<file path="src/include/sas_pkg.sv">
// Purpose: Constants for the 8-bit successive approximation sequencer
// Assumes: core_clk at 20 MHz, converter clock arrives on a pin
// Notes: Pins are levels; the converter clock is sampled, never used as a clock
`default_nettype none

package sas_pkg;
  localparam int SAS_WIDTH = 8;
  localparam logic [7:0] SAS_TRIAL_START = 8'h80;
  localparam logic [7:0] SAS_RESULT_RST = 8'h00;
  localparam logic [2:0] SAS_TOP_BIT = 3'h7;
  localparam logic [2:0] SAS_LOW_BIT = 3'h0;
  localparam int SAS_CONV_PERIODS = 9;
  localparam int SAS_SYNC_STAGES = 3;
  localparam int SAS_PINS = 4;
  localparam int SAS_PIN_CLK = 0;
  localparam int SAS_PIN_START = 1;
  localparam int SAS_PIN_READ = 2;
  localparam int SAS_PIN_COMP = 3;
  localparam logic [3:0] SAS_PIN_IDLE = 4'h3;
  typedef enum logic [1:0] {
    SAS_IDLE,
    SAS_HOLD,
    SAS_CONVERT,
    SAS_FINISH
  } sas_state_e;
endpackage : sas_pkg

`default_nettype wire

</file>
<file path="src/logic/sas_sequencer.sv">
// Purpose: Successive approximation control, start/busy handshake and tri-state result
// Assumes: All pins are asynchronous to core_clk and pass a three-stage synchroniser
// Notes: Converter clock must be well below core_clk so each level is seen
`default_nettype none

module sas_sequencer
  import sas_pkg::*;
(
  input wire logic core_clk,
  input wire logic srst,
  input wire logic conv_clk,
  input wire logic start_n,
  input wire logic read_en,
  input wire logic comp_high,
  output logic busy_n,
  output logic [sas_pkg::SAS_WIDTH-1:0] data_out,
  output logic data_oe
);
  import sas_pkg::*;

  // ==========================================================
  // Pin synchronisers
  logic [SAS_PINS-1:0] pin_raw;
  logic [SAS_PINS-1:0] pin_lvl;
  logic [SAS_PINS-1:0] pin_prev;

  assign pin_raw = {comp_high, read_en, start_n, conv_clk};

  genvar g;
  generate
    for (g = 0; g < SAS_PINS; g++) begin : g_sync
      logic [SAS_SYNC_STAGES-1:0] stage;
      always_ff @(posedge core_clk) begin
        if (srst) begin
          stage <= {SAS_SYNC_STAGES{SAS_PIN_IDLE[g]}};
        end else begin
          stage <= {stage[SAS_SYNC_STAGES-2:0], pin_raw[g]};
        end
      end
      // Level accepted once stages two and three agree
      always_ff @(posedge core_clk) begin
        if (srst) begin
          pin_lvl[g] <= SAS_PIN_IDLE[g];
        end else if (stage[1] == stage[2]) begin
          pin_lvl[g] <= stage[2];
        end
      end
      always_ff @(posedge core_clk) begin
        if (srst) begin
          pin_prev[g] <= SAS_PIN_IDLE[g];
        end else begin
          pin_prev[g] <= pin_lvl[g];
        end
      end
    end
  endgenerate

  logic clk_fall;
  logic start_low;
  assign clk_fall = pin_prev[SAS_PIN_CLK] & ~pin_lvl[SAS_PIN_CLK];
  assign start_low = ~pin_lvl[SAS_PIN_START];

  // ==========================================================
  // Sequencer
  sas_state_e state;
  logic [2:0] trial_bit;
  logic [SAS_WIDTH-1:0] sar;

  // States in which a converter clock fall decides a bit
  function automatic logic sas_in_trial(input sas_state_e s);
    return (s == SAS_HOLD) || (s == SAS_CONVERT);
  endfunction : sas_in_trial

  always_ff @(posedge core_clk) begin
    if (srst) begin
      state <= SAS_IDLE;
    end else if (start_low) begin
      state <= SAS_HOLD;
    end else begin
      unique case (state)
        SAS_IDLE: begin
          state <= SAS_IDLE;
        end
        SAS_HOLD: begin
          if (clk_fall) begin
            state <= (trial_bit == SAS_LOW_BIT) ? SAS_FINISH : SAS_CONVERT;
          end
        end
        SAS_CONVERT: begin
          if (clk_fall && trial_bit == SAS_LOW_BIT) begin
            state <= SAS_FINISH;
          end
        end
        SAS_FINISH: begin
          if (clk_fall) begin
            state <= SAS_IDLE;
          end
        end
      endcase
    end
  end

  always_ff @(posedge core_clk) begin
    if (srst) begin
      trial_bit <= SAS_TOP_BIT;
    end else if (start_low) begin
      trial_bit <= SAS_TOP_BIT;
    end else if (clk_fall && sas_in_trial(state) && trial_bit != SAS_LOW_BIT) begin
      trial_bit <= trial_bit - 3'h1;
    end
  end

  // Comparator high means the input sits above the trial level
  always_ff @(posedge core_clk) begin
    if (srst) begin
      sar <= SAS_RESULT_RST;
    end else if (start_low) begin
      sar <= SAS_TRIAL_START;
    end else if (clk_fall && sas_in_trial(state)) begin
      sar[trial_bit] <= pin_lvl[SAS_PIN_COMP];
      if (trial_bit != SAS_LOW_BIT) begin
        sar[trial_bit - 3'h1] <= 1'b1;
      end
    end
  end

  always_ff @(posedge core_clk) begin
    if (srst) begin
      busy_n <= 1'b1;
    end else if (start_low) begin
      busy_n <= 1'b0;
    end else if (state == SAS_FINISH && clk_fall) begin
      busy_n <= 1'b1;
    end
  end

  // ==========================================================
  // Tri-state result, reading leaves the register untouched
  always_ff @(posedge core_clk) begin
    if (srst) begin
      data_out <= SAS_RESULT_RST;
    end else begin
      data_out <= sar;
    end
  end

  always_ff @(posedge core_clk) begin
    if (srst) begin
      data_oe <= 1'b0;
    end else begin
      data_oe <= pin_lvl[SAS_PIN_READ];
    end
  end

endmodule : sas_sequencer

`default_nettype wire

</file>
<file path="config.mk">
export PLATFORM = sky130hd
export DESIGN_NAME = sas_sequencer
export DESIGN_NICKNAME = d
export VERILOG_FILES = /design/src/include/sas_pkg.sv /design/src/logic/sas_sequencer.sv
export SDC_FILE = /design/constraint.sdc
export NUM_CORES = 1
export LEC_CHECK = 0
export BUFFER_PORTS_ARGS = -buffer_cell sky130_fd_sc_hd__buf_2
export CAP_MARGIN = 25
export CELL_PAD_IN_SITES_DETAIL_PLACEMENT = 1
export CELL_PAD_IN_SITES_GLOBAL_PLACEMENT = 1
export CORE_AREA = 2 2 61 63
export CTS_BUF_LIST = sky130_fd_sc_hd__clkbuf_4 sky130_fd_sc_hd__clkbuf_8 sky130_fd_sc_hd__clkbuf_16
export DETAILED_ROUTE_END_ITERATION = 10
export DIE_AREA = 0 0 63 65
export GPL_TIMING_DRIVEN = 0
export HOLD_SLACK_MARGIN = 0.15
export PLACE_DENSITY = 0.91
export SETUP_SLACK_MARGIN = 0.2
export SKIP_LAST_GASP = 1
export SLEW_MARGIN = 10
export SYNTH_ARGS = -nofsm -noshare
export SYNTH_HDL_FRONTEND = slang
export SYNTH_SLANG_ARGS = --single-unit
</file>
<file path="constraint.sdc">
create_clock -name core_clk -period 2.95 [get_ports core_clk]
set_input_delay 0.7375 -clock core_clk [delete_from_list [all_inputs] [get_ports core_clk]]
set_output_delay 0.7375 -clock core_clk [all_outputs]
set_load 0.03 [all_outputs]
</file>
After elaboration in Yosys (flattened, before gate mapping) --
Index checks and enable logic that the tools add are counted.
Word-level totals: output and inout port bits 10, flip-flop bits (word level) 40, word-level logic and storage cells 70, input port bits 6
Operators by class: order comparisons 4, bitwise logic cells 4, reductions and logical operators 13, add/sub/neg operators 1, eq/ne operators 15, multiplexer cells 16
Operators by type and width (number):
- 8-bit two-way mux | 3
- 3-bit inequality test, second input constant | 3
- 8-bit bitwise mux | 1
- 3-bit by 4-bit less-than comparator with 1-bit output, second input constant | 2
- 8-bit bitwise OR | 1
- 2-bit case mux with 4 select lines | 1
- 1-bit demux with 3-bit select | 2
- 3-bit by 1-bit greater-or-equal comparator with 1-bit output, second input constant | 2
- 1-bit logical AND | 6
- 1-bit two-way mux | 6
- 2-bit two-way mux | 3
- 2-bit inequality test, second input constant | 3
- 3-bit AND reduction | 2
- 1-bit equality test | 4
- 2-bit equality test, second input constant | 2
- 2-bit by 1-bit inequality test with 1-bit output, second input constant | 2
- 3-bit logical NOT | 1
- 3-bit nonzero test | 1
- 3-bit by 1-bit subtractor with 3-bit output, second input constant | 1
- 2-bit by 1-bit equality test with 1-bit output, second input constant | 1
- 2-bit logical NOT | 1
- 1-bit inverter | 2
- 2-bit OR reduction | 1
- 1-bit AND | 1
- 1-bit logical OR | 1

Longest topological paths before layout --
Gate-level depths: netlist of the first run.
depth in word-level cells 9, depth in mapped cells 7, gate-level depth less buffers 6

Worst setup path before layout of the first run --
Ideal clock, no wire load.
path kind reg-to-reg, start point register state[0], end point register sar[7], cell stages (with the launch flop) 8, clock period less this slack 1.595 ns, path buffers 1, setup time 0.129 ns, path slack 1.355 ns, data arrival time 1.466 ns, cell sequence dfxtp_1 -> inv_1 -> ha_1 -> nor4bb_1 -> buf_4 -> nand3_2 -> mux2i_1 -> a31oi_1
On the way: longest elaborated chain between the ends 4, elaborated cells between the ends (all ways) 5, those cells by class 3 x eq/ne; 2 x reduce/logical
RTL lines:
- from (decl) | line sas_sequencer.sv:65 | sas_state_e state;
- from (signal assigned) | line sas_sequencer.sv:86 | state <= (trial_bit == SAS_LOW_BIT) ? SAS_FINISH : SAS_CONVERT;
- 2-bit by 1-bit equality test with 1-bit output / 2-bit equality test (equally long branches) | line sas_sequencer.sv:71 | return (s == SAS_HOLD) || (s == SAS_CONVERT);
- 1-bit logical OR * | line sas_sequencer.sv:71
- 1-bit logical AND * | line sas_sequencer.sv:119 | end else if (clk_fall && sas_in_trial(state)) begin
- 2-bit by 1-bit inequality test with 1-bit output (no line) *
- to (signal, indexed assignment) | line sas_sequencer.sv:120 | sar[trial_bit] <= pin_lvl[SAS_PIN_COMP];
- to (decl) | line sas_sequencer.sv:67 | logic [SAS_WIDTH-1:0] sar;
Mark *: on every way between the ends. The rest lies on a longest branch, timed or not. A chain may end at the register's enable or synchronous reset.

Final worst setup path of the first run --
Same ends and word-level chain as after synthesis.

==> results of run 1 <==
through the flow:
step                total power, mW  instances  utilization, %
CTS                           0.878        229            50.3
floorplan                     0.575        158               -
detailed placement            0.584        221            48.4
finish                        0.869        229            50.3
global placement              0.582        221            48.4
global route                  0.908        229            50.3
synthesized netlist by cell type, types with 4 or more instances:
cell	count	area share (%)
sky130_fd_sc_hd__mux2i_1	8	5.1
sky130_fd_sc_hd__nor2b_1	18	7.2
sky130_fd_sc_hd__nand2_1	17	4.1
sky130_fd_sc_hd__nand3_1	6	1.9
sky130_fd_sc_hd__nor2_1	7	1.7
sky130_fd_sc_hd__ha_1	5	4.0
sky130_fd_sc_hd__dfxtp_1	40	51
sky130_fd_sc_hd__inv_1	4	0.96
sky130_fd_sc_hd__clkbuf_1	4	0.96
sky130_fd_sc_hd__a21oi_1	12	3.9
sky130_fd_sc_hd__or2_2	7	2.8
sky130_fd_sc_hd__o21ai_0	4	1.3
where the power goes:
part / switching, mW / internal, mW
logic: 0.0123 / 0.00901
registers: 0.00296 / 0.547
clock network: 0.172 / 0.126
total: 0.187 / 0.682
metal layers:
metal	vias to the layer above	share of wire, %
met5	-	0
met4	0	3.4
li1	565	-
met2	26	54
met3	13	3.9
met1	546	39
final cells by class:
class                   count  share of cell area [%]
clock inverters             1                   0.427
inverters                   4                   0.854
plain buffers               7                    2.14
well taps                  48                    3.42
clock buffers               7                    3.35
flip-flops and latches     40                    45.6
repair buffers             15                    4.27
multi-input cells         107                    40.0
worst max path at each step:
stage,startpoint,slack [ns],to,cells after the start
4_1_cts,state[0]$_SDFFE_PP0P_,1.05,sar[7]$_SDFFE_PP0P_,7
2_1_floorplan,state[0]$_SDFFE_PP0P_,1.35,sar[7]$_SDFFE_PP0P_,7
6_report,state[0]$_SDFFE_PP0P_,1.04,sar[7]$_SDFFE_PP0P_,7
3_5_place_dp,state[0]$_SDFFE_PP0P_,1.08,sar[7]$_SDFFE_PP0P_,7
5_1_grt,state[0]$_SDFFE_PP0P_,0.90,sar[0]$_SDFFE_PP0P_,6
3_3_place_gp,state[0]$_SDFFE_PP0P_,1.24,sar[7]$_SDFFE_PP0P_,7
state kept, by name (all words and copies together), names as in the netlist, 2 cells and up:
signal and count:
pin_lvl 4, data_out 8, state 2, g_sync.stage 12, trial_bit 3, sar 8
cells in the final DEF, fill, tap and decap left out, drive strengths merged:
cell type	n
nor3b	1
mux2i	8
clkbuf	11
nand2	17
nor2b	18
mux2	2
o21bai	2
nor2	7
inv	4
a21oi	12
and2b	3
a31oi	2
and2	1
buf	18
ha	5
nor4b	1
a21o	2
nor4bb	1
o21ai	4
or2	7
clkinvlp	1
a22oi	1
xnor2	1
nand3	7
or3	1
nand2b	2
dfxtp	40
o211ai	1
nor3	1
cell families after synthesis:
logic type      share of synthesized area [%]
simple gates                             25.2
flops                                    51.4
compound gates                           8.84
buf+inv                                  3.38
mux                                      6.59
fa+ha+maj                                4.02
xor+xnor                                0.563
==> out/summary.txt, run 1 <==
largest vdd supply drop: 329 uV
ratio of routed vias to standard cells: 5.02
source of the worst hold timing path: g_sync[0].stage[0]$_SDFF_PP1_
critical-path cell with the highest stage delay: sky130_fd_sc_hd__dfxtp_1
CTS sink cnt: 40
initial antenna violation count: 0
Setup TNS Final: 0 ns
Buffers & Inverters on Critical Path: 2
type of the tightest min-delay check: reg2reg
Setup Slack @ Placement: 1.08 ns
number of cells traversed by the worst hold path: 1
fill cell count: 421
max-slew violation count: 0
area taken by flip-flops and latches: 801 um2
Worst Max-Slew Pin Slew: 0.545 ns
setup skew after layout: 0.0101 ns
vias in the first global route: 1287
via count of the routed design: 1150
post-CTS setup-driven buffer insertion count: 0
most used flip-flop cell after synthesis: sky130_fd_sc_hd__dfxtp_1
largest net degree at the start of global routing: 13
hold buffer count at CTS: 0
synthesis-to-finish area growth: 12.9%
ordered list of cells on the worst path: inv_1, ha_1, nor4bb_1, buf_4, nand3_2, mux2i_1, a31oi_1
startpoint of the most critical register-to-register path: state[0]$_SDFFE_PP0P_
clock latency reported for the late side of the worst-skew pair: 0.35 ns
Die Y: 65 um
final weighted congestion in routability-driven placement: 0.768
crit path capture type: flop
Worst EP required: 3.22 ns
Reg2Reg Depth: 7
kind of start point of the critical path: flop
Leakage Power: 0.770 nW
met2 global-route usage: 32.3%
max frequency: 524 MHz
Root Driver: sky130_fd_sc_hd__clkbuf_4
number of endpoints failing setup at the final stage: 0
number of unique standard cell types used by synthesis: 33
register bit total from synthesis: 40
WL per Instance: 14.0 um
Boundary Pins: 16
end point of the worst hold path: g_sync[0].stage[1]$_SDFF_PP1_
maximum root-to-sink buffer count: 2
H-tree Lvls: 2
syn nets: 169
DRT iter0 DRCs: 30
stage delay of the slowest cell on the critical path: 0.42 ns
critical path type: reg2reg
area post-placement: 1690 um2
total routed wirelength: 3220 um
number of max-cap violations: 0
clock buffer count from CTS: 5
die width: 63 um
Starting Density: 44.5%
Ant. Diodes: 0
count of input and output buffers: 15
total count of hold-check failures in the final report: 0
clk slew on worst S/H paths: 0.11 ns
multi-input logic area: 703 um2
FFs w/ async S/R, synth: 0%
area of the mapped netlist: 1560 um2
slack of the worst reg-to-reg path: 1.04 ns
largest fanout on the critical path: 8
r2r endpoint: sar[7]$_SDFFE_PP0P_
met3 track utilization from global routing: 5.38%
detailed-router iteration count before antenna repair: 4
PwrDens: 494 nW/um2
Core Footprint: 3500 um2
area enclosed by the die boundary: 4100 um2
met1 routing resource usage after global routing: 18.5%
net count of the finished layout: 191
fraction of layout instances using a drive strength above 1: 21.5%
register area share after synthesis: 51.4%
worst-case hold slack: 0.426 ns
average footprint of a synthesized cell: 9.85 um2
post-route cell area: 1760 um2
unrepaired setup endpoints after global routing: false
synthesis warning total: 0
PostCTS Resize Cnt: 0
total grt overflow: 0
first-pass GRT wire length: 5660 um
Synth Instances: 158
routing layer with the top usage in global route: met2
arrival time of data at the critical path endpoint: 2.18 ns
clock tree from TritonCTS: yes
slew margin rel.: 63.7%
post-layout min period: 1.91 ns
cell class contributing the biggest share of worst-path delay: simple AND/OR/NAND/NOR gates
least setup slack across all paths after layout: 1.04 ns
outcome: finished, final reports clean
post-detailed-route DRC marker count: 0
HPWL after detailed placement: 2330 um
antenna-violating nets left: 0
FP Rows: 22
GRT Total Usage: 18.2%
period utilization: 64.7%
number of enable-type register cells in the synthesized netlist: 0
Note: power is estimated with default switching activity, not from simulation.
==> run 2, diff against run 1 <==
--- a/config.mk
+++ b/config.mk
@@ -5,17 +5,18 @@
 export SDC_FILE = /design/constraint.sdc
 export NUM_CORES = 1
 export LEC_CHECK = 0
+export ABC_AREA = 1
 export BUFFER_PORTS_ARGS = -buffer_cell sky130_fd_sc_hd__buf_2
 export CAP_MARGIN = 25
 export CELL_PAD_IN_SITES_DETAIL_PLACEMENT = 1
 export CELL_PAD_IN_SITES_GLOBAL_PLACEMENT = 1
-export CORE_AREA = 2 2 61 63
+export CORE_AREA = 2 2 70 72
 export CTS_BUF_LIST = sky130_fd_sc_hd__clkbuf_4 sky130_fd_sc_hd__clkbuf_8 sky130_fd_sc_hd__clkbuf_16
 export DETAILED_ROUTE_END_ITERATION = 10
-export DIE_AREA = 0 0 63 65
+export DIE_AREA = 0 0 72 74
 export GPL_TIMING_DRIVEN = 0
 export HOLD_SLACK_MARGIN = 0.15
-export PLACE_DENSITY = 0.91
+export PLACE_DENSITY = 0.84
 export SETUP_SLACK_MARGIN = 0.2
 export SKIP_LAST_GASP = 1
 export SLEW_MARGIN = 10
==> constraint.sdc (replaced) <==
create_clock -name core_clk -period 1.7 [get_ports core_clk]
set_input_delay 0.425 -clock core_clk [delete_from_list [all_inputs] [get_ports core_clk]]
set_output_delay 0.425 -clock core_clk [all_outputs]
set_load 0.03 [all_outputs]
==> run 2 against run 1 <==
- first-iteration DRC count is 6.7% lower
- highest routed layer unchanged
- sequential share of layout area is 5.9 points lower
- non-clock buffer count stayed put
- register-to-register slack worse by 0.77 ns
- area after synthesis is 9.4% higher
- combinational power grew to 6.2 times the previous value
- sequential power is 77% higher
- cell count is 28% higher
==> out/summary.txt, run 2 <==
slew margin rel.: 67.4% (was 63.7%)
post-synthesis mux area share: 0% (was 6.59%)
FFs w/ async S/R, synth: 0% (unchanged)
fraction of the mapped netlist area in compound gates: 8.96% (was 8.84%)
startpoint of the most critical register-to-register path: trial_bit[1]$_SDFFE_PP1P_ (was state[0]$_SDFFE_PP0P_)
routing layer with the top usage in global route: met2 (unchanged)
Leakage Power: 0.859 nW (was 0.770 nW)
commonest cells after routing, fill and taps aside: sky130_fd_sc_hd__dfxtp_1 (40), sky130_fd_sc_hd__inv_1 (33), sky130_fd_sc_hd__nand2_1 (32) (was sky130_fd_sc_hd__dfxtp_1 (40), sky130_fd_sc_hd__nor2b_1 (18), sky130_fd_sc_hd__nand2_1 (17))
DRT iter0 DRCs: 28 (was 30)
Starting Density: 37.0% (was 44.5%)
first-pass GRT wire length: 6440 um (was 5660 um)
outcome: finished, final reports clean (unchanged)
XOR/XNOR Fraction of Synth Area: 0% (was 0.563%)
PwrDens: 960 nW/um2 (was 494 nW/um2)
top flop regs: g_sync.stage (12), data_out (8), sar (8) (unchanged)
initial antenna violation count: 0 (unchanged)
max FFs per register: 12 (unchanged)
Buffers & Inverters on Critical Path: 4 (was 2)
maximum root-to-sink buffer count: 2 (unchanged)
clock buffer count from CTS: 5 (unchanged)
post-layout min period: 1.43 ns (was 1.91 ns)
post-detailed-route DRC marker count: 0 (unchanged)
Die Y: 74 um (was 65 um)
number of max-cap violations: 0 (unchanged)
met3 track utilization from global routing: 4.47% (was 5.38%)
critical path type: reg2reg (unchanged)
number of endpoints failing setup at the final stage: 0 (unchanged)
cell class contributing the biggest share of worst-path delay: simple AND/OR/NAND/NOR gates (unchanged)
stage delay of the slowest cell on the critical path: 0.32 ns (was 0.42 ns)
Crit path top cell by count: sky130_fd_sc_hd__nor2_1
Reg2Reg Depth: 10 (was 7)
Synth Instances: 218 (was 158)
Worst Max-Slew Pin Slew: 0.489 ns (was 0.545 ns)
leading cell type in the layout, fill and taps excluded: sky130_fd_sc_hd__dfxtp_1 (unchanged)
leading post-synthesis cells by instance count: sky130_fd_sc_hd__dfxtp_1 (40), sky130_fd_sc_hd__inv_1 (35), sky130_fd_sc_hd__nand2_1 (32) (was sky130_fd_sc_hd__dfxtp_1 (40), sky130_fd_sc_hd__nor2b_1 (18), sky130_fd_sc_hd__nand2_1 (17))
HPWL after detailed placement: 2660 um (was 2330 um)
end point of the worst hold path: g_sync[0].stage[0]$_SDFF_PP1_ (was g_sync[0].stage[1]$_SDFF_PP1_)
synthesis warning total: 0 (unchanged)
main combinational cell family by area after synthesis: simple AND/OR/NAND/NOR gates (unchanged)
total routed wirelength: 4030 um (was 3220 um)
vias in the first global route: 1391 (was 1287)
register bit total from synthesis: 40 (unchanged)
WL per Instance: 13.7 um (was 14.0 um)
Setup Slack @ Placement: 0.0847 ns (was 1.08 ns)
synthesis-to-finish area growth: 18.6% (was 12.9%)
number of cells on the critical path: 10 (was 7)
hold buffer count at CTS: 0 (unchanged)
fraction of synthesized cell area taken by the top area cell type: 47.0% (was 51.4%)
GRT Total Usage: 16.1% (was 18.2%)
slack of the worst reg-to-reg path: 0.27 ns (was 1.04 ns)
met2 global-route usage: 25.8% (was 32.3%)
critical-path cell with the highest stage delay: sky130_fd_sc_hd__dfxtp_1 (unchanged)
Boundary Pins: 16 (unchanged)
syn nets: 229 (was 169)
die width: 72 um (was 63 um)
met1 routing resource usage after global routing: 19.6% (was 18.5%)
FP Rows: 25 (was 22)
period utilization: 84.1% (was 64.7%)
area enclosed by the die boundary: 5330 um2 (was 4100 um2)
largest fanout on the critical path: 10 (was 8)
Core Footprint: 4600 um2 (was 3500 um2)
most frequent cell after synthesis: sky130_fd_sc_hd__dfxtp_1 (unchanged)
max-slew violation count: 0 (unchanged)
ratio of routed vias to standard cells: 5.01 (was 5.02)
detailed-router iteration count before antenna repair: 4 (unchanged)
arrival time of data at the critical path endpoint: 1.61 ns (was 2.18 ns)
number of cells traversed by the worst hold path: 2 (was 1)
register with the highest flop count: g_sync.stage (unchanged)
max frequency: 699 MHz (was 524 MHz)
Synth area leaders: sky130_fd_sc_hd__dfxtp_1 (47%), sky130_fd_sc_hd__inv_1 (7.7%), sky130_fd_sc_hd__nand2_1 (7.1%), sky130_fd_sc_hd__nor2_1 (6.0%), sky130_fd_sc_hd__a21oi_1 (5.3%) (was sky130_fd_sc_hd__dfxtp_1 (51%), sky130_fd_sc_hd__nor2b_1 (7.2%), sky130_fd_sc_hd__mux2i_1 (5.1%), sky130_fd_sc_hd__nand2_1 (4.1%), sky130_fd_sc_hd__ha_1 (4.0%))
Setup TNS Final: 0 ns (unchanged)
unrepaired setup endpoints after global routing: true (was false)
Worst EP required: 1.88 ns (was 3.22 ns)
Post-Synth Simple-Gate Area: 27.1% (was 25.2%)
ordered list of cells on the worst path: buf_6, inv_4, ha_4, inv_1, nor2_4, inv_2, nand2_2, a21oi_2, nor2_1, nor2_1 (was inv_1, ha_1, nor4bb_1, buf_4, nand3_2, mux2i_1, a31oi_1)
clock latency reported for the late side of the worst-skew pair: 0.30 ns (was 0.35 ns)
largest vdd supply drop: 492 uV (was 329 uV)
fraction of layout instances using a drive strength above 1: 23.3% (was 21.5%)
setup skew after layout: 0.00806 ns (was 0.0101 ns)
total grt overflow: 0 (unchanged)
most used flip-flop cell after synthesis: sky130_fd_sc_hd__dfxtp_1 (unchanged)
register area share after synthesis: 47.0% (was 51.4%)
antenna-violating nets left: 0 (unchanged)
worst-case hold slack: 0.300 ns (was 0.426 ns)
number of unique standard cell types used by synthesis: 23 (was 33)
cell taking the most area after synthesis: sky130_fd_sc_hd__dfxtp_1 (unchanged)
area of the mapped netlist: 1700 um2 (was 1560 um2)
type of the tightest min-delay check: in2reg (was reg2reg)
final weighted congestion in routability-driven placement: 0.835 (was 0.768)
kind of start point of the critical path: flop (unchanged)
largest net degree at the start of global routing: 14 (was 13)
count of input and output buffers: 14 (was 15)
clk slew on worst S/H paths: 0.08 ns (was 0.11 ns)
total count of hold-check failures in the final report: 0 (unchanged)
average footprint of a synthesized cell: 7.81 um2 (was 9.85 um2)
via count of the routed design: 1472 (was 1150)
adder-cell share of the synthesized area: 3.67% (was 4.02%)
H-tree Lvls: 2 (unchanged)
net count of the finished layout: 250 (was 191)
least setup slack across all paths after layout: 0.270 ns (was 1.04 ns)
CTS sink cnt: 40 (unchanged)
number of enable-type register cells in the synthesized netlist: 0 (unchanged)
Ant. Diodes: 0 (unchanged)
source of the worst hold timing path: conv_clk (was g_sync[0].stage[0]$_SDFF_PP1_)
Root Driver: sky130_fd_sc_hd__clkbuf_8 (was sky130_fd_sc_hd__clkbuf_4)
r2r endpoint: state[0]$_SDFFE_PP0P_ (was sar[7]$_SDFFE_PP0P_)
crit path capture type: flop (unchanged)
clock tree from TritonCTS: yes (unchanged)
-- run 2: cell types whose count changed after synthesis, moves of 12 or more --
| cell | delta |
|---|---|
| sky130_fd_sc_hd__nor2b_1 | -18 |
| sky130_fd_sc_hd__nor2_1 | +20 |
| sky130_fd_sc_hd__nand2_1 | +15 |
| sky130_fd_sc_hd__inv_1 | +31 |
| sky130_fd_sc_hd__nand4_1 | +12 |
-- run 2: worst max path at each step --
stage | to | slack (ns) | start
global route | trial_bit[0]$_SDFFE_PP1P_ | 0.15 | trial_bit[1]$_SDFFE_PP1P_
finish | state[0]$_SDFFE_PP0P_ | 0.27 | trial_bit[1]$_SDFFE_PP1P_
detailed placement | state[0]$_SDFFE_PP0P_ | 0.08 | trial_bit[1]$_SDFFE_PP1P_
global placement | state[0]$_SDFFE_PP0P_ | 0.15 | trial_bit[1]$_SDFFE_PP1P_
CTS | state[0]$_SDFFE_PP0P_ | 0.23 | trial_bit[1]$_SDFFE_PP1P_
floorplan | state[0]$_SDFFE_PP0P_ | 0.31 | trial_bit[1]$_SDFFE_PP1P_
-- run 2: logic make-up after synthesis --
logic type / Yosys count
and+or+nand+nor: 98
buffers and inverters: 47
DFF: 40
AOI/OAI and AO/OA: 28
adders and majority gates: 5
-- run 2: repair_timing --
item / CTS / global route
setup buffers: 0 / 0
resized for setup: 5 / 11
pin swaps: 0 / 1
endpoints found under the setup margin: 12 / 13
-- run 2: final cells by class --
class | instances | area (um2)
Fill cell | 561 | 2580
Sequential cell | 40 | 801
Multi-Input combinational cell | 131 | 723
Inverter | 39 | 151
Buffer | 8 | 85.1
Clock buffer | 6 | 82.6
Timing Repair Buffer | 14 | 70.1
Tap cell | 54 | 67.6
Clock inverter | 2 | 38.8
-- run 2: power breakdown --
group          leakage [nW]  total, mW  internal, mW  switching (mW)
clock network        0.0614      0.835         0.480           0.355
logic                 0.473      0.133        0.0554          0.0779
registers             0.325      0.971         0.955          0.0154
-- run 2: per-stage QoR --
step	util [%]	cells	power (mW)	cell area, um2
floorplan	-	218	1.07	1700
detailed placement	40.0	286	1.10	1840
CTS	43.0	294	1.93	1980
finish	43.9	294	1.94	2020
global placement	40.0	286	1.09	1840
global route	43.9	294	2.02	2020
-- run 2: per-layer routing --
layer | routed length, um | vias to the layer above
met5 | 0 | -
met4 | 106 | 0
met3 | 151 | 11
met2 | 2040 | 24
met1 | 1740 | 713
li1 | - | 724
==> run 3, diff against run 2 <==
--- a/config.mk
+++ b/config.mk
@@ -5,18 +5,18 @@
 export SDC_FILE = /design/constraint.sdc
 export NUM_CORES = 1
 export LEC_CHECK = 0
-export ABC_AREA = 1
+export ABC_AREA = 0
 export BUFFER_PORTS_ARGS = -buffer_cell sky130_fd_sc_hd__buf_2
 export CAP_MARGIN = 25
 export CELL_PAD_IN_SITES_DETAIL_PLACEMENT = 1
 export CELL_PAD_IN_SITES_GLOBAL_PLACEMENT = 1
-export CORE_AREA = 2 2 70 72
+export CORE_AREA = 2 2 66 68
 export CTS_BUF_LIST = sky130_fd_sc_hd__clkbuf_4 sky130_fd_sc_hd__clkbuf_8 sky130_fd_sc_hd__clkbuf_16
 export DETAILED_ROUTE_END_ITERATION = 10
-export DIE_AREA = 0 0 72 74
+export DIE_AREA = 0 0 68 70
 export GPL_TIMING_DRIVEN = 0
 export HOLD_SLACK_MARGIN = 0.15
-export PLACE_DENSITY = 0.84
+export PLACE_DENSITY = 0.83
 export SETUP_SLACK_MARGIN = 0.2
 export SKIP_LAST_GASP = 1
 export SLEW_MARGIN = 10
==> constraint.sdc (replaced) <==
create_clock -name core_clk -period 1.15 [get_ports core_clk]
set_input_delay 0.2875 -clock core_clk [delete_from_list [all_inputs] [get_ports core_clk]]
set_output_delay 0.2875 -clock core_clk [all_outputs]
set_load 0.03 [all_outputs]
==> run 3 against run 2 <==
- clock power up 11%
- clock-buffer cell count up 1
- combinational power down 58%
- non-clock buffer count up 6
- critical path type unchanged
- cell count down 19%
- maximum frequency down 7.1%
- the flow now finishes with violations (negative setup slack)
- power up 23%
- wire length down 23%
- sequential share of layout area up 1.6 points
- largest cell class unchanged
==> out/summary.txt, run 3 (synthesized netlist as in run 1, its figures left out) <==
PwrDens: 1190 nW/um2 (was 960 nW/um2)
slack of the worst reg-to-reg path: -0.39 ns (was 0.27 ns)
setup skew after layout: 0.00697 ns (was 0.00806 ns)
Setup Slack @ Placement: -0.476 ns (was 0.0847 ns)
vias in the first global route: 1119 (was 1391)
commonest cells after routing, fill and taps aside: sky130_fd_sc_hd__dfxtp_1 (25), sky130_fd_sc_hd__nor2b_1 (18), sky130_fd_sc_hd__nand2_1 (13) (was sky130_fd_sc_hd__dfxtp_1 (40), sky130_fd_sc_hd__inv_1 (33), sky130_fd_sc_hd__nand2_1 (32))
r2r endpoint: sar[7]$_SDFFE_PP0P_ (was state[0]$_SDFFE_PP0P_)
multi-input logic area: 783 um2 (was 723 um2)
max FFs per register: 12 (unchanged)
top flop regs: g_sync.stage (12), data_out (8), sar (8) (unchanged)
outcome: complete, but fails checks (was finished, final reports clean)
least setup slack across all paths after layout: -0.389 ns (was 0.270 ns)
type of the tightest min-delay check: in2reg (unchanged)
number of max-cap violations: 0 (unchanged)
area taken by flip-flops and latches: 827 um2 (was 801 um2)
area post-placement: 1730 um2 (was 1840 um2)
GRT Total Usage: 14.9% (was 16.1%)
number of cells on the critical path: 6 (was 10)
detailed-router iteration count before antenna repair: 4 (unchanged)
fill cell count: 467 (was 561)
Buffers & Inverters on Critical Path: 1 (was 4)
count of input and output buffers: 15 (was 14)
cell class contributing the biggest share of worst-path delay: simple AND/OR/NAND/NOR gates (unchanged)
Reg2Reg Depth: 6 (was 10)
total count of hold-check failures in the final report: 0 (unchanged)
failing checks: negative setup slack
initial antenna violation count: 0 (unchanged)
total grt overflow: 0 (unchanged)
total routed wirelength: 3120 um (was 4030 um)
post-layout min period: 1.54 ns (was 1.43 ns)
Die Y: 70 um (was 74 um)
net count of the finished layout: 197 (was 250)
CTS sink cnt: 40 (unchanged)
die width: 68 um (was 72 um)
post-detailed-route DRC marker count: 0 (unchanged)
ratio of routed vias to standard cells: 4.72 (was 5.01)
number of cells traversed by the worst hold path: 2 (unchanged)
post-route cell area: 2000 um2 (was 2020 um2)
power dissipated by switching net loads: 497 uW (was 448 uW)
WL per Instance: 13.0 um (was 13.7 um)
Boundary Pins: 16 (unchanged)
max frequency: 650 MHz (was 699 MHz)
clock buffer count from CTS: 5 (unchanged)
Core Footprint: 4140 um2 (was 4600 um2)
Worst EP required: 1.31 ns (was 1.88 ns)
startpoint of the most critical register-to-register path: state[1]$_SDFFE_PP0P_ (was trial_bit[1]$_SDFFE_PP1P_)
ordered list of cells on the worst path: ha_4, nor4bb_4, buf_6, nand3_2, mux2i_1, a31oi_1 (was buf_6, inv_4, ha_4, inv_1, nor2_4, inv_2, nand2_2, a21oi_2, nor2_1, nor2_1)
crit path capture type: flop (unchanged)
arrival time of data at the critical path endpoint: 1.70 ns (was 1.61 ns)
Tot Pwr: 2.39 mW (was 1.94 mW)
DRT iter0 DRCs: 14 (was 28)
final weighted congestion in routability-driven placement: 0.690 (was 0.835)
stage delay of the slowest cell on the critical path: 0.35 ns (was 0.32 ns)
Comb pwr share: 2.3% (was 6.9%)
HPWL after detailed placement: 2080 um (was 2660 um)
cell internal power dissipation: 1.89 mW (was 1.49 mW)
slew margin rel.: 69.1% (was 67.4%)
H-tree Lvls: 2 (unchanged)
max-slew violation count: 0 (unchanged)
Ant. Diodes: 0 (unchanged)
register with the highest flop count: g_sync.stage (unchanged)
critical path type: reg2reg (unchanged)
kind of start point of the critical path: flop (unchanged)
first-pass GRT wire length: 5200 um (was 6440 um)
FP Rows: 24 (was 25)
fraction of layout instances using a drive strength above 1: 40.1% (was 23.3%)
fraction of power consumed by the clock network: 38.9% (was 43.1%)
maximum root-to-sink buffer count: 2 (unchanged)
leading cell type in the layout, fill and taps excluded: sky130_fd_sc_hd__dfxtp_1 (unchanged)
Starting Density: 37.6% (was 37.0%)
unrepaired setup endpoints after global routing: true (unchanged)
largest vdd supply drop: 833 uV (was 492 uV)
synthesis-to-finish area growth: 28.8% (was 18.6%)
Root Driver: sky130_fd_sc_hd__clkbuf_8 (unchanged)
largest fanout on the critical path: 8 (was 10)
end point of the worst hold path: g_sync[1].stage[0]$_SDFF_PP1_ (was g_sync[0].stage[0]$_SDFF_PP1_)
clock tree from TritonCTS: yes (unchanged)
Leakage Power: 0.910 nW (was 0.859 nW)
period utilization: 134% (was 84.1%)
largest net degree at the start of global routing: 13 (was 14)
worst-case hold slack: 0.175 ns (was 0.300 ns)
Worst Max-Slew Pin Slew: 0.463 ns (was 0.489 ns)
source of the worst hold timing path: start_n (was conv_clk)
clk slew on worst S/H paths: 0.07 ns (was 0.08 ns)
critical-path cell with the highest stage delay: sky130_fd_sc_hd__dfxtp_4 (was sky130_fd_sc_hd__dfxtp_1)
Finished Core Util: 48.4% (was 43.9%)
via count of the routed design: 1129 (was 1472)
number of endpoints failing setup at the final stage: 13 (was 0)
clock latency reported for the late side of the worst-skew pair: 0.29 ns (was 0.30 ns)
antenna-violating nets left: 0 (unchanged)
Flop pwr share: 58.7% (was 50.1%)
switching power share of the total: 20.8% (was 23.1%)
area enclosed by the die boundary: 4760 um2 (was 5330 um2)
run 3: changes by cell type in the layout (fill, tap and decap cells not counted), moves of 8 or more:
cell / before / now
sky130_fd_sc_hd__buf_2: 14 / 5
sky130_fd_sc_hd__dfxtp_1: 40 / 25
sky130_fd_sc_hd__dfxtp_2: 0 / 12
sky130_fd_sc_hd__inv_1: 33 / 1
sky130_fd_sc_hd__mux2i_1: 0 / 8
sky130_fd_sc_hd__nand2_1: 32 / 13
sky130_fd_sc_hd__nand3_1: 14 / 6
sky130_fd_sc_hd__nand4_1: 12 / 0
sky130_fd_sc_hd__nor2_1: 25 / 6
sky130_fd_sc_hd__nor2b_1: 0 / 18
run 3: stage by stage:
step / TNS [ns] / instances
floorplan: -2.51 / 158
global placement: -4.20 / 225
detailed placement: -4.74 / 225
CTS: -4.57 / 238
global route: -5.49 / 239
finish: -4.07 / 239
run 3: cell type report:
| cell class | instances | area share (%) |
|---|---|---|
| Multi-Input combinational cell | 107 | 39.1 |
| Buffer | 7 | 2.12 |
| Sequential cell | 40 | 41.3 |
| Timing Repair Buffer | 21 | 9.11 |
| Clock buffer | 7 | 4.18 |
| Tap cell | 52 | 3.25 |
| Inverter | 4 | 0.749 |
| Clock inverter | 1 | 0.250 |
run 3: timing repair:
item,4_1_cts,5_1_grt
endpoints found under the hold margin,0,0
hold buffers,0,0
cloned,0,0
endpoints found under the setup margin,25,25
pin swaps,6,3
resized for setup,39,8
buffers inserted,5,1
run 3: how the worst max path moves through the flow:
| stage | start | endpoint |
|---|---|---|
| 2_1_floorplan | state[0]$_SDFFE_PP0P_ | sar[7]$_SDFFE_PP0P_ |
| 5_1_grt | state[0]$_SDFFE_PP0P_ | sar[0]$_SDFFE_PP0P_ |
| 4_1_cts | state[0]$_SDFFE_PP0P_ | sar[7]$_SDFFE_PP0P_ |
| 3_3_place_gp | state[0]$_SDFFE_PP0P_ | sar[7]$_SDFFE_PP0P_ |
| 6_report | state[1]$_SDFFE_PP0P_ | sar[7]$_SDFFE_PP0P_ |
| 3_5_place_dp | state[0]$_SDFFE_PP0P_ | sar[6]$_SDFFE_PP0P_ |
run 3: power by group through the flow:
stage / Sequential [mW] / Clock [mW] / Combinational [mW]
after floorplan: 1.44 / 0 / 0.0343
after global placement: 1.44 / 0 / 0.0535
after detailed placement: 1.44 / 0 / 0.0555
after CTS: 1.40 / 0.955 / 0.0575
after global routing: 1.40 / 1.02 / 0.0637
final: 1.40 / 0.930 / 0.0559
run 3: routing by layer:
metal	up-vias	wire (um)	global-route usage, %
met1	532	1410	18.1
met4	0	66	6.67
met3	6	70	4.35
met5	-	0	0
met2	11	1570	23.8
li1	580	-	-
run 3: worst register-to-register path, cell delays in order (launching register included):
cell and delay (ns):
sky130_fd_sc_hd__dfxtp_4 0.35, sky130_fd_sc_hd__ha_4 0.26, sky130_fd_sc_hd__nor4bb_4 0.27, sky130_fd_sc_hd__buf_6 0.17, sky130_fd_sc_hd__nand3_2 0.08, sky130_fd_sc_hd__mux2i_1 0.17
sky130_fd_sc_hd__a31oi_1 0.10
